==> config.mk <==
export PLATFORM = sky130hd
export DESIGN_NAME = cio_port_block
export DESIGN_NICKNAME = d
export VERILOG_FILES = /design/src/cio_pkg.sv /design/src/cio_port_block.sv
export SDC_FILE = /design/constraint.sdc
export NUM_CORES = 1
export LEC_CHECK = 0
export ABC_AREA = 1
export BUFFER_PORTS_ARGS = -buffer_cell sky130_fd_sc_hd__buf_2
export CAP_MARGIN = 20
export CORE_MARGIN = 4
export CORE_UTILIZATION = 36
export DETAILED_ROUTE_END_ITERATION = 8
export PLACE_DENSITY = 0.68
export SYNTH_ARGS = -nofsm -noshare
export SYNTH_HDL_FRONTEND = slang
export SYNTH_SLANG_ARGS = --single-unit
==> constraint.sdc <==
create_clock -name REF_CLK -period 8.4 [get_ports REF_CLK]
set_input_delay 0.42 -clock REF_CLK [delete_from_list [all_inputs] [get_ports REF_CLK]]
set_output_delay 0.42 -clock REF_CLK [all_outputs]
set_load 0.005 [all_outputs]
==> src/cio_pkg.sv <==
package cio_pkg;

  localparam int NUM_PORTS = 3;
  localparam int PORT_W = 8;
  localparam int ADDR_W = 12;
  localparam int IDX_W = 10;

  // Register indices; the byte address of each is four times its index.
  localparam logic [IDX_W-1:0] IDX_LATCH [NUM_PORTS] = '{10'h080, 10'h090, 10'h0A0};
  localparam logic [IDX_W-1:0] IDX_MODE_A [NUM_PORTS] = '{10'h084, 10'h091, 10'h0A4};
  localparam logic [IDX_W-1:0] IDX_MODE_B [NUM_PORTS] = '{10'h085, 10'h092, 10'h0A5};
  localparam logic [IDX_W-1:0] IDX_STATUS = 10'h0C0;

  // Implemented bits of each mode register; all other bits read as zero.
  localparam logic [7:0] MODE_A_MASK [NUM_PORTS] = '{8'h78, 8'h83, 8'hF7};
  localparam logic [7:0] MODE_B_MASK [NUM_PORTS] = '{8'h78, 8'h83, 8'h03};
  // Bits of the mode registers that select a pin drive type.
  localparam logic [7:0] MODE_PIN_MASK [NUM_PORTS] = '{8'h78, 8'h83, 8'h03};
  localparam logic [7:0] MODE_RESET = 8'h00;

  // Spare-bit positions in the port 2 mode select A register.
  localparam int SCHMITT_BIT0 = 5;
  localparam int CLK_OUT_BIT = 4;
  localparam int T0_TOGGLE_BIT = 2;

  // Pins with fixed behaviour.
  localparam logic [7:0] P1_OPEN_DRAIN_MASK = 8'h0C;
  localparam logic [7:0] P1_RESET_PIN_MASK = 8'h20;
  localparam logic [7:0] P1_ALWAYS_SCHMITT = 8'h2C;
  localparam logic [7:0] P2_XTAL_MASK = 8'h03;

  // Strong pull-up assist length in CPU clocks.
  localparam int STRONG_PULSE_CYCLES = 2;
  localparam logic [1:0] STRONG_RELOAD = 2'(STRONG_PULSE_CYCLES - 1);

  localparam logic [1:0] RESP_OKAY = 2'h0;
  localparam logic [1:0] RESP_SLVERR = 2'h2;

  typedef enum logic [1:0] {
    CIO_MODE_QUASI = 2'b00,
    CIO_MODE_PUSH = 2'b01,
    CIO_MODE_INPUT = 2'b10,
    CIO_MODE_OPEN = 2'b11
  } cio_mode_t;

  typedef struct packed {
    logic reset_level_high_select;
    logic crystal_osc;
    logic internal_reset;
  } cio_cfg_t;

  typedef struct packed {
    logic [7:0] pin_out;
    logic [7:0] pin_oe;
    logic [7:0] pull_down;
    logic [7:0] strong_up;
    logic [7:0] weak_up;
    logic [7:0] very_weak_up;
    logic [7:0] input_en;
    logic [7:0] schmitt;
  } cio_drive_t;

endpackage

==> src/cio_port_block.sv <==
// Decided for this implementation: the placing of the registers and the AXI4-Lite register port.
`timescale 1ns/1ps
module cio_port_block (
  input wire logic REF_CLK,
  input wire logic RESET,
  input wire cio_pkg::cio_cfg_t USER_CFG,
  input wire logic [7:0] PORT0_IN,
  input wire logic [7:0] PORT1_IN,
  input wire logic [7:0] PORT2_IN,
  output cio_pkg::cio_drive_t PORT0_DRV,
  output cio_pkg::cio_drive_t PORT1_DRV,
  output cio_pkg::cio_drive_t PORT2_DRV,
  output logic TIMER0_TOGGLE_OUT_EN,
  output logic CLOCK_OUT_EN,
  input wire logic [11:0] S_AXI_AWADDR,
  input wire logic S_AXI_AWVALID,
  output logic S_AXI_AWREADY,
  input wire logic [31:0] S_AXI_WDATA,
  input wire logic [3:0] S_AXI_WSTRB,
  input wire logic S_AXI_WVALID,
  output logic S_AXI_WREADY,
  output logic [1:0] S_AXI_BRESP,
  output logic S_AXI_BVALID,
  input wire logic S_AXI_BREADY,
  input wire logic [11:0] S_AXI_ARADDR,
  input wire logic S_AXI_ARVALID,
  output logic S_AXI_ARREADY,
  output logic [31:0] S_AXI_RDATA,
  output logic [1:0] S_AXI_RRESP,
  output logic S_AXI_RVALID,
  input wire logic S_AXI_RREADY
);

  localparam int NP = cio_pkg::NUM_PORTS;

  logic init_q;
  cio_pkg::cio_cfg_t cfg_q;
  logic [7:0] latch_q [NP];
  logic [7:0] mode_a_q [NP];
  logic [7:0] mode_b_q [NP];
  logic [7:0] pin_in [NP];
  logic [7:0] sync1_q [NP];
  logic [7:0] sync2_q [NP];
  logic [7:0] pin_en [NP];
  wire cio_pkg::cio_drive_t drv_w [NP];

  logic aw_full_q;
  logic w_full_q;
  logic [9:0] aw_idx_q;
  logic [7:0] wdata_q;
  logic wstrb0_q;
  logic awready_q;
  logic wready_q;
  logic bvalid_q;
  logic [1:0] bresp_q;
  logic arready_q;
  logic rvalid_q;
  logic [31:0] rdata_q;
  logic [1:0] rresp_q;
  logic t0_q;
  logic clk_out_q;

  logic do_write;
  logic wr_hit_c;
  logic [31:0] rd_data_c;
  logic rd_hit_c;
  logic [9:0] rd_idx;

  assign pin_in[0] = PORT0_IN;
  assign pin_in[1] = PORT1_IN;
  assign pin_in[2] = PORT2_IN;

  // One-cycle init phase after reset release catches the configuration straps.
  always_ff @(posedge REF_CLK or posedge RESET) begin
    if (RESET) begin
      init_q <= 1'b1;
      cfg_q <= '0;
    end else if (init_q) begin
      init_q <= 1'b0;
      cfg_q <= USER_CFG;
    end
  end

  // Two-stage synchronisers on every pin input.
  always_ff @(posedge REF_CLK or posedge RESET) begin
    if (RESET) begin
      for (int p = 0; p < NP; p++) begin
        sync1_q[p] <= 8'h00;
        sync2_q[p] <= 8'h00;
      end
    end else begin
      for (int p = 0; p < NP; p++) begin
        sync1_q[p] <= pin_in[p];
        sync2_q[p] <= sync1_q[p];
      end
    end
  end

  // Pins that the oscillator and reset options take away from the port.
  always_comb begin
    pin_en[0] = 8'hFF;
    pin_en[1] = cfg_q.internal_reset ? 8'hFF : ~cio_pkg::P1_RESET_PIN_MASK;
    pin_en[2] = cfg_q.crystal_osc ? ~cio_pkg::P2_XTAL_MASK : 8'hFF;
  end

  assign do_write = aw_full_q && w_full_q && !bvalid_q;

  // Write address decode for the held address.
  always_comb begin
    wr_hit_c = (aw_idx_q == cio_pkg::IDX_STATUS);
    for (int p = 0; p < NP; p++) begin
      if (aw_idx_q == cio_pkg::IDX_LATCH[p] || aw_idx_q == cio_pkg::IDX_MODE_A[p] ||
          aw_idx_q == cio_pkg::IDX_MODE_B[p]) begin
        wr_hit_c = 1'b1;
      end
    end
  end

  // Port latches: constant under reset, loaded at the init edge, then written by software.
  always_ff @(posedge REF_CLK or posedge RESET) begin
    if (RESET) begin
      for (int p = 0; p < NP; p++) begin
        latch_q[p] <= 8'h00;
      end
    end else if (init_q) begin
      for (int p = 0; p < NP; p++) begin
        latch_q[p] <= {8{USER_CFG.reset_level_high_select}};
      end
    end else if (do_write && wstrb0_q) begin
      for (int p = 0; p < NP; p++) begin
        if (aw_idx_q == cio_pkg::IDX_LATCH[p]) begin
          latch_q[p] <= wdata_q;
        end
      end
    end
  end

  // Mode registers clear to quasi drive; only implemented bits are stored.
  always_ff @(posedge REF_CLK or posedge RESET) begin
    if (RESET) begin
      for (int p = 0; p < NP; p++) begin
        mode_a_q[p] <= cio_pkg::MODE_RESET;
        mode_b_q[p] <= cio_pkg::MODE_RESET;
      end
    end else if (do_write && wstrb0_q) begin
      for (int p = 0; p < NP; p++) begin
        if (aw_idx_q == cio_pkg::IDX_MODE_A[p]) begin
          mode_a_q[p] <= wdata_q & cio_pkg::MODE_A_MASK[p];
        end
        if (aw_idx_q == cio_pkg::IDX_MODE_B[p]) begin
          mode_b_q[p] <= wdata_q & cio_pkg::MODE_B_MASK[p];
        end
      end
    end
  end

  // Spare-bit enables; clock out is only honoured without a crystal.
  always_ff @(posedge REF_CLK or posedge RESET) begin
    if (RESET) begin
      t0_q <= 1'b0;
      clk_out_q <= 1'b0;
    end else begin
      t0_q <= mode_a_q[2][cio_pkg::T0_TOGGLE_BIT];
      clk_out_q <= mode_a_q[2][cio_pkg::CLK_OUT_BIT] && !cfg_q.crystal_osc;
    end
  end

  // Per-pin drive logic.
  for (genvar p = 0; p < NP; p++) begin : g_port
    for (genvar b = 0; b < 8; b++) begin : g_bit
      cio_pkg::cio_mode_t mode;
      logic configurable;
      logic latch;
      logic rise;
      logic schmitt_c;
      logic prev_q;
      logic [1:0] cnt_q;
      logic pd_q;
      logic su_q;
      logic wu_q;
      logic vw_q;
      logic ie_q;
      logic sch_q;

      assign configurable = cio_pkg::MODE_PIN_MASK[p][b];
      assign latch = latch_q[p][b];
      assign rise = latch && !prev_q;

      // Effective drive type after the fixed-pin overrides.
      always_comb begin
        if (p == 1 && cio_pkg::P1_OPEN_DRAIN_MASK[b]) begin
          mode = cio_pkg::CIO_MODE_OPEN;
        end else if (p == 1 && cio_pkg::P1_RESET_PIN_MASK[b]) begin
          mode = cio_pkg::CIO_MODE_INPUT;
        end else if (configurable) begin
          mode = cio_pkg::cio_mode_t'({mode_a_q[p][b], mode_b_q[p][b]});
        end else begin
          mode = cio_pkg::CIO_MODE_QUASI;
        end
      end

      // Threshold select is per port, with fixed Schmitt pins on port 1.
      assign schmitt_c = mode_a_q[2][cio_pkg::SCHMITT_BIT0 + p] ||
        (p == 1 && cio_pkg::P1_ALWAYS_SCHMITT[b]);

      // Strong pull-up assist timer; the init load is not a rising edge.
      always_ff @(posedge REF_CLK or posedge RESET) begin
        if (RESET) begin
          prev_q <= 1'b0;
          cnt_q <= 2'h0;
        end else begin
          prev_q <= init_q ? USER_CFG.reset_level_high_select : latch;
          if (rise) begin
            cnt_q <= cio_pkg::STRONG_RELOAD;
          end else if (cnt_q != 2'h0) begin
            cnt_q <= cnt_q - 2'h1;
          end
        end
      end

      // Registered driver controls, one edge after the latch or mode changes.
      always_ff @(posedge REF_CLK or posedge RESET) begin
        if (RESET) begin
          pd_q <= 1'b0;
          su_q <= 1'b0;
          wu_q <= 1'b0;
          vw_q <= 1'b0;
          ie_q <= 1'b0;
          sch_q <= 1'b0;
        end else if (!pin_en[p][b] || init_q) begin
          pd_q <= 1'b0;
          su_q <= 1'b0;
          wu_q <= 1'b0;
          vw_q <= 1'b0;
          ie_q <= 1'b0;
          sch_q <= !init_q && p == 1 && cio_pkg::P1_ALWAYS_SCHMITT[b];
        end else begin
          ie_q <= 1'b1;
          sch_q <= schmitt_c;
          case (mode)
            cio_pkg::CIO_MODE_QUASI: begin
              pd_q <= !latch;
              vw_q <= latch;
              wu_q <= latch && sync2_q[p][b];
              su_q <= latch && (rise || cnt_q != 2'h0);
            end
            cio_pkg::CIO_MODE_PUSH: begin
              pd_q <= !latch;
              vw_q <= 1'b0;
              wu_q <= 1'b0;
              su_q <= latch;
            end
            cio_pkg::CIO_MODE_OPEN: begin
              pd_q <= !latch;
              vw_q <= 1'b0;
              wu_q <= 1'b0;
              su_q <= 1'b0;
            end
            cio_pkg::CIO_MODE_INPUT: begin
              pd_q <= 1'b0;
              vw_q <= 1'b0;
              wu_q <= 1'b0;
              su_q <= 1'b0;
            end
            default: begin
              pd_q <= 1'b0;
              vw_q <= 1'b0;
              wu_q <= 1'b0;
              su_q <= 1'b0;
            end
          endcase
        end
      end

      assign drv_w[p].pin_out[b] = su_q;
      assign drv_w[p].pin_oe[b] = su_q | pd_q;
      assign drv_w[p].pull_down[b] = pd_q;
      assign drv_w[p].strong_up[b] = su_q;
      assign drv_w[p].weak_up[b] = wu_q;
      assign drv_w[p].very_weak_up[b] = vw_q;
      assign drv_w[p].input_en[b] = ie_q;
      assign drv_w[p].schmitt[b] = sch_q;
    end
  end

  assign PORT0_DRV = drv_w[0];
  assign PORT1_DRV = drv_w[1];
  assign PORT2_DRV = drv_w[2];
  assign TIMER0_TOGGLE_OUT_EN = t0_q;
  assign CLOCK_OUT_EN = clk_out_q;

  // Write channel: address and data are held independently until the write is done.
  always_ff @(posedge REF_CLK or posedge RESET) begin
    if (RESET) begin
      aw_full_q <= 1'b0;
      w_full_q <= 1'b0;
      aw_idx_q <= '0;
      wdata_q <= 8'h00;
      wstrb0_q <= 1'b0;
      awready_q <= 1'b0;
      wready_q <= 1'b0;
      bvalid_q <= 1'b0;
      bresp_q <= cio_pkg::RESP_OKAY;
    end else if (init_q) begin
      awready_q <= 1'b1;
      wready_q <= 1'b1;
    end else begin
      if (S_AXI_AWVALID && awready_q) begin
        aw_full_q <= 1'b1;
        aw_idx_q <= S_AXI_AWADDR[11:2];
        awready_q <= 1'b0;
      end
      if (S_AXI_WVALID && wready_q) begin
        w_full_q <= 1'b1;
        wdata_q <= S_AXI_WDATA[7:0];
        wstrb0_q <= S_AXI_WSTRB[0];
        wready_q <= 1'b0;
      end
      if (do_write) begin
        bvalid_q <= 1'b1;
        bresp_q <= wr_hit_c ? cio_pkg::RESP_OKAY : cio_pkg::RESP_SLVERR;
      end
      if (bvalid_q && S_AXI_BREADY) begin
        bvalid_q <= 1'b0;
        aw_full_q <= 1'b0;
        w_full_q <= 1'b0;
        awready_q <= 1'b1;
        wready_q <= 1'b1;
      end
    end
  end

  assign S_AXI_AWREADY = awready_q;
  assign S_AXI_WREADY = wready_q;
  assign S_AXI_BVALID = bvalid_q;
  assign S_AXI_BRESP = bresp_q;

  // Read decode; port registers return the synchronised pin levels.
  assign rd_idx = S_AXI_ARADDR[11:2];
  always_comb begin
    rd_data_c = 32'h0000_0000;
    rd_hit_c = 1'b0;
    if (rd_idx == cio_pkg::IDX_STATUS) begin
      rd_hit_c = 1'b1;
      rd_data_c = {29'h0, cfg_q};
    end
    for (int p = 0; p < NP; p++) begin
      if (rd_idx == cio_pkg::IDX_LATCH[p]) begin
        rd_hit_c = 1'b1;
        rd_data_c = {24'h0, sync2_q[p] & pin_en[p]};
      end
      if (rd_idx == cio_pkg::IDX_MODE_A[p]) begin
        rd_hit_c = 1'b1;
        rd_data_c = {24'h0, mode_a_q[p]};
      end
      if (rd_idx == cio_pkg::IDX_MODE_B[p]) begin
        rd_hit_c = 1'b1;
        rd_data_c = {24'h0, mode_b_q[p]};
      end
    end
  end

  // Read channel: one read under way at a time.
  always_ff @(posedge REF_CLK or posedge RESET) begin
    if (RESET) begin
      arready_q <= 1'b0;
      rvalid_q <= 1'b0;
      rdata_q <= 32'h0000_0000;
      rresp_q <= cio_pkg::RESP_OKAY;
    end else if (init_q) begin
      arready_q <= 1'b1;
    end else if (S_AXI_ARVALID && arready_q) begin
      arready_q <= 1'b0;
      rvalid_q <= 1'b1;
      rdata_q <= rd_data_c;
      rresp_q <= rd_hit_c ? cio_pkg::RESP_OKAY : cio_pkg::RESP_SLVERR;
    end else if (rvalid_q && S_AXI_RREADY) begin
      rvalid_q <= 1'b0;
      arready_q <= 1'b1;
    end
  end

  assign S_AXI_ARREADY = arready_q;
  assign S_AXI_RVALID = rvalid_q;
  assign S_AXI_RDATA = rdata_q;
  assign S_AXI_RRESP = rresp_q;

endmodule

==> summary.txt <==
Outcome
  – Outcome: completed

Timing
  – Peak Freq: between 400 and 500 MHz
  – Final Skew: between 9 and 10 ps
  – Final worst slack: roughly 6000 ps
  – Final slew viol count: 0
  – Period utilisation layout: 0.2813
  – RSZ-0062 raised after global routing: false
  – Final hold vios: 0
  – Slew HR: 0.3648
  – Setup_tns: 0 ps
  – Setup Viol. Count Final: 0
  – Tmin final: ~2400 ps
  – Tightest Pin Transition: around 950 ps

Logic synthesis
  – Most instantiated cells after synthesis: dfrtp_1 (292), buf_4 (198), nor2_1 (162), inv_1 (157), nand2_1 (141)
  – Syn_area_per_cell: roughly 9.7 um^2
  – Post-synth top area cell: dfrtp_1
  – Largest family of logic cells by synthesized area: buffers and inverters
  – Synth Area in Simple Gates: 0.1435
  – Synth area leaders: dfrtp_1 (57%), buf_4 (12%), nor2_1 (4.7%)
  – Most used DFF post-synth: dfrtp_1
  – Share of Yosys cell area claimed by the top area cell type: 0.5687
  – Post-synthesis register bit count: roughly 290
  – Adder-cell share of the synthesized area: 0.02045
  – Complex-gate fraction of the synthesized area: 0.08871
  – Most numerous cell in the Yosys netlist: dfrtp_1
  – Yosys Warn Count: 0
  – Synthesized instance count: 1320
  – Distinct cells, synth: 42
  – Xor-xnor portion of the synthesized cell area: 0
  – Synth Cell Area: 12850 um^2
  – Synth async-reset ratio: 1.000
  – Post-synthesis mux area share: 0.006135
  – Count of flip-flops with a built-in enable after synthesis: 0
  – Sequential-to-total area share from yosys stat: 0.5707

Power and ir drop
  – Net Sw Power: 0.001118 W
  – P_leak: 7.634 nW
  – Max IR drop VDD: ~0.19 mV
  – Register share of total power: 0.460
  – Sw Ratio: 0.2928
  – Comb power frac: 0.194
  – Share of total power in the clock network: 0.346
  – Int Pwr: between 0.002 and 0.003 W
  – Pwr dens: ~260 nW/um^2

Clock network
  – Post_cts resized: 0
  – Root buffer cell: clkbuf_16
  – CTS tree: yes
  – Worst-skew pair later-pin latency: approximately 560 ps
  – Clk buf depth: 3
  – CTS Buf Count: 30
  – Reg clk slew, reported paths: approximately 60 ps
  – CTS H-Tree Depth: 1
  – Clk sinks: 293

Global routing
  – Largest net degree at the start of global routing: 78
  – First-pass GRT wire length: between 40000 and 50000 um
  – Vias in the first global route: approximately 8700
  – Grt ovf: 0
  – Initial antenna violation count: 1
  – Gr usage total: 0.1539

Floorplanning
  – Core area: about 35000 um^2
  – Chip width: just under 200 um
  – Die height: between 150 and 200 um
  – Row Count: 68
  – Starting Density: 0.3683
  – Die Area: slightly below 40000 um^2
  – I/O Pins: 329

Route
  – Vias per cell: 4.498
  – Via count: 8726
  – Total wire length: slightly above 30000 um
  – Drt drc: 0
  – DRT iter0 DRCs: slightly below 500
  – Wirelength per Cell: 15.81 um
  – TritonRoute pass-1 iters: 5
  – Final ANT Viol Nets: 0

Worst hold path
  – Hold Path Class: in2async

Worst setup path
  – Required @ worst endpoint: ~8900 ps
  – Worst Path Class, Setup: reg2reg
  – CP max-delay cell: buf_4
  – Crit. End Element: register
  – Worst-path cell chain: buf_4, nand2_1, buf_4, o21ai_0, mux2_2
  – Most used cell, CP: buf_4
  – Max Fanout on Critical Path: slightly below 80
  – Crit path DAT: between 2000 and 3000 ps
  – Largest stage delay on the critical path: 690 ps
  – Crit start category: register

Final layout
  – Seq. cell area: about 7300 um^2
  – Filler Cells Inserted: around 3400
  – Share of layout cells above drive strength 1: 0.2527
  – Nets: between 1500 and 2000
  – Layout area overhead: 13.30%
  – Area of the multi-input gates: approximately 3500 um^2

Placed design
  – Pre-CTS WS: between 5000 and 6000 ps
  – Port bufs: around 260
  – Dpl hpwl: between 20000 and 25000 um
  – Routability cong.: about 0.85

Run
  – Maxcap violations: 0
[worst max-delay path, delay by kind of cell (launching register included)]
kind | cells | cell delay, ps
compound gates | 1 | 370
flops | 1 | 530
simple gates | 1 | 100
mux | 1 | 280
buf+inv | 2 | 1000
[flip-flops by register name, indices dropped and copies added (netlist names), 2 cells and up]
register and cells:
g_port.g_bit.latch 23, g_port.g_bit.su_q 21, mode_a_q 2, g_port.g_bit.schmitt_c 3, g_port.g_bit.sch_q 5, g_port.g_bit.cnt_q 42
g_port.g_bit.ie_q 3, g_port.g_bit.mode 18, sync1_q 24, S_AXI_RDATA 8, wdata_q 8, g_port.g_bit.pd_q 23
sync2_q 24, g_port.g_bit.vw_q 21, g_port.g_bit.wu_q 21, g_port.g_bit.prev_q 21, cfg_q 3, aw_idx_q 10
[power groups by stage]
stage	Clock [W]	Sequential [W]	Combinational, W
after global routing	0.00141	0.00178	0.000866
final	0.00132	0.00176	0.000740
after floorplan	0	0.00175	0.000605
after detailed placement	0	0.00178	0.000740
after CTS	0.00136	0.00176	0.000754
after global placement	0	0.00177	0.000690
[stage by stage]
stage	util	instance area, um^2	cells	hold slack, ps	power (W)
global placement	0.3819	13320	1860	333.2	0.002460
global route	0.4173	14560	1940	38.64	0.004061
finish	0.4173	14560	1940	7.251	0.003819
CTS	0.4173	14560	1939	18.59	0.003866
floorplan	-	13000	1360	331.2	0.002351
detailed placement	0.3819	13320	1860	335.6	0.002521
[path summary, 6_finish.rpt]
kind                         startpoint                       end  slack (ps)  cells past startpoint
setup / recovery                 init_q  g_port[1].g_bit[2].latch        6040                      5
hold / removal                    RESET   g_port[1].g_bit[1].vw_q           7                      2
setup reg to reg                 init_q  g_port[1].g_bit[2].latch        6040                      5
hold reg to reg             sync1_q[16]               sync2_q[16]         350                      0
max in group asynchronous         RESET               sync1_q[19]        6350                      4
min in group REF_CLK       S_AXI_WVALID              S_AXI_WREADY          60                      2
[what timing repair did]
action                                 in CTS  in global routing
hold buffers                               24                  0
endpoints found under the hold margin      24                  0
buffers inserted                            0                  0
[cell type report]
type / instances / share of cell area
Antenna cell: 1 / 0.0001719
Clock buffer: 42 / 0.06094
Clock inverter: 13 / 0.007306
Inverter: 161 / 0.04177
Multi-Input combinational cell: 688 / 0.2390
Sequential cell: 293 / 0.5037
Tap cell: 455 / 0.03911
Timing Repair Buffer: 287 / 0.1080
[routing by layer]
metal  wire [um]  GRT usage
met5           0          0
met4         847    0.04160
met3        2367    0.03675
met2       14720     0.2572
met1       12750     0.2021
[kinds of logic (layout without fill, tap and decap cells)]
family                     Yosys count  after routing
adders and majority gates           21             21
buffers and inverters              379            503
muxes                                7              7
DFF                                293            293
and+or+nand+nor                    412            412
other                                1             42
AOI/OAI and AO/OA                  207            207
[placed cells by master, fill, tap and decap left out, drive strengths merged]
cell and instances:
a21oi 71, nor2 172, ha 21, o31ai 10, nand4 6, o221ai 2
a211o 1, nor3 15, nor3b 6, nand3 37, or2 22, dlygate4sd3 24
diode 1, clkbuf 42, mux2 7, nor4 2, dfrtp 292, a31oi 3
a211oi 9, conb 41, o21ai 106, bufinv 1, a21boi 2, clkinv 9
dfstp 1, nand3b 5, o22ai 3, buf 263, inv 161, clkinvlp 3
nand2 147
Note: power is estimated with default switching activity, not from simulation.
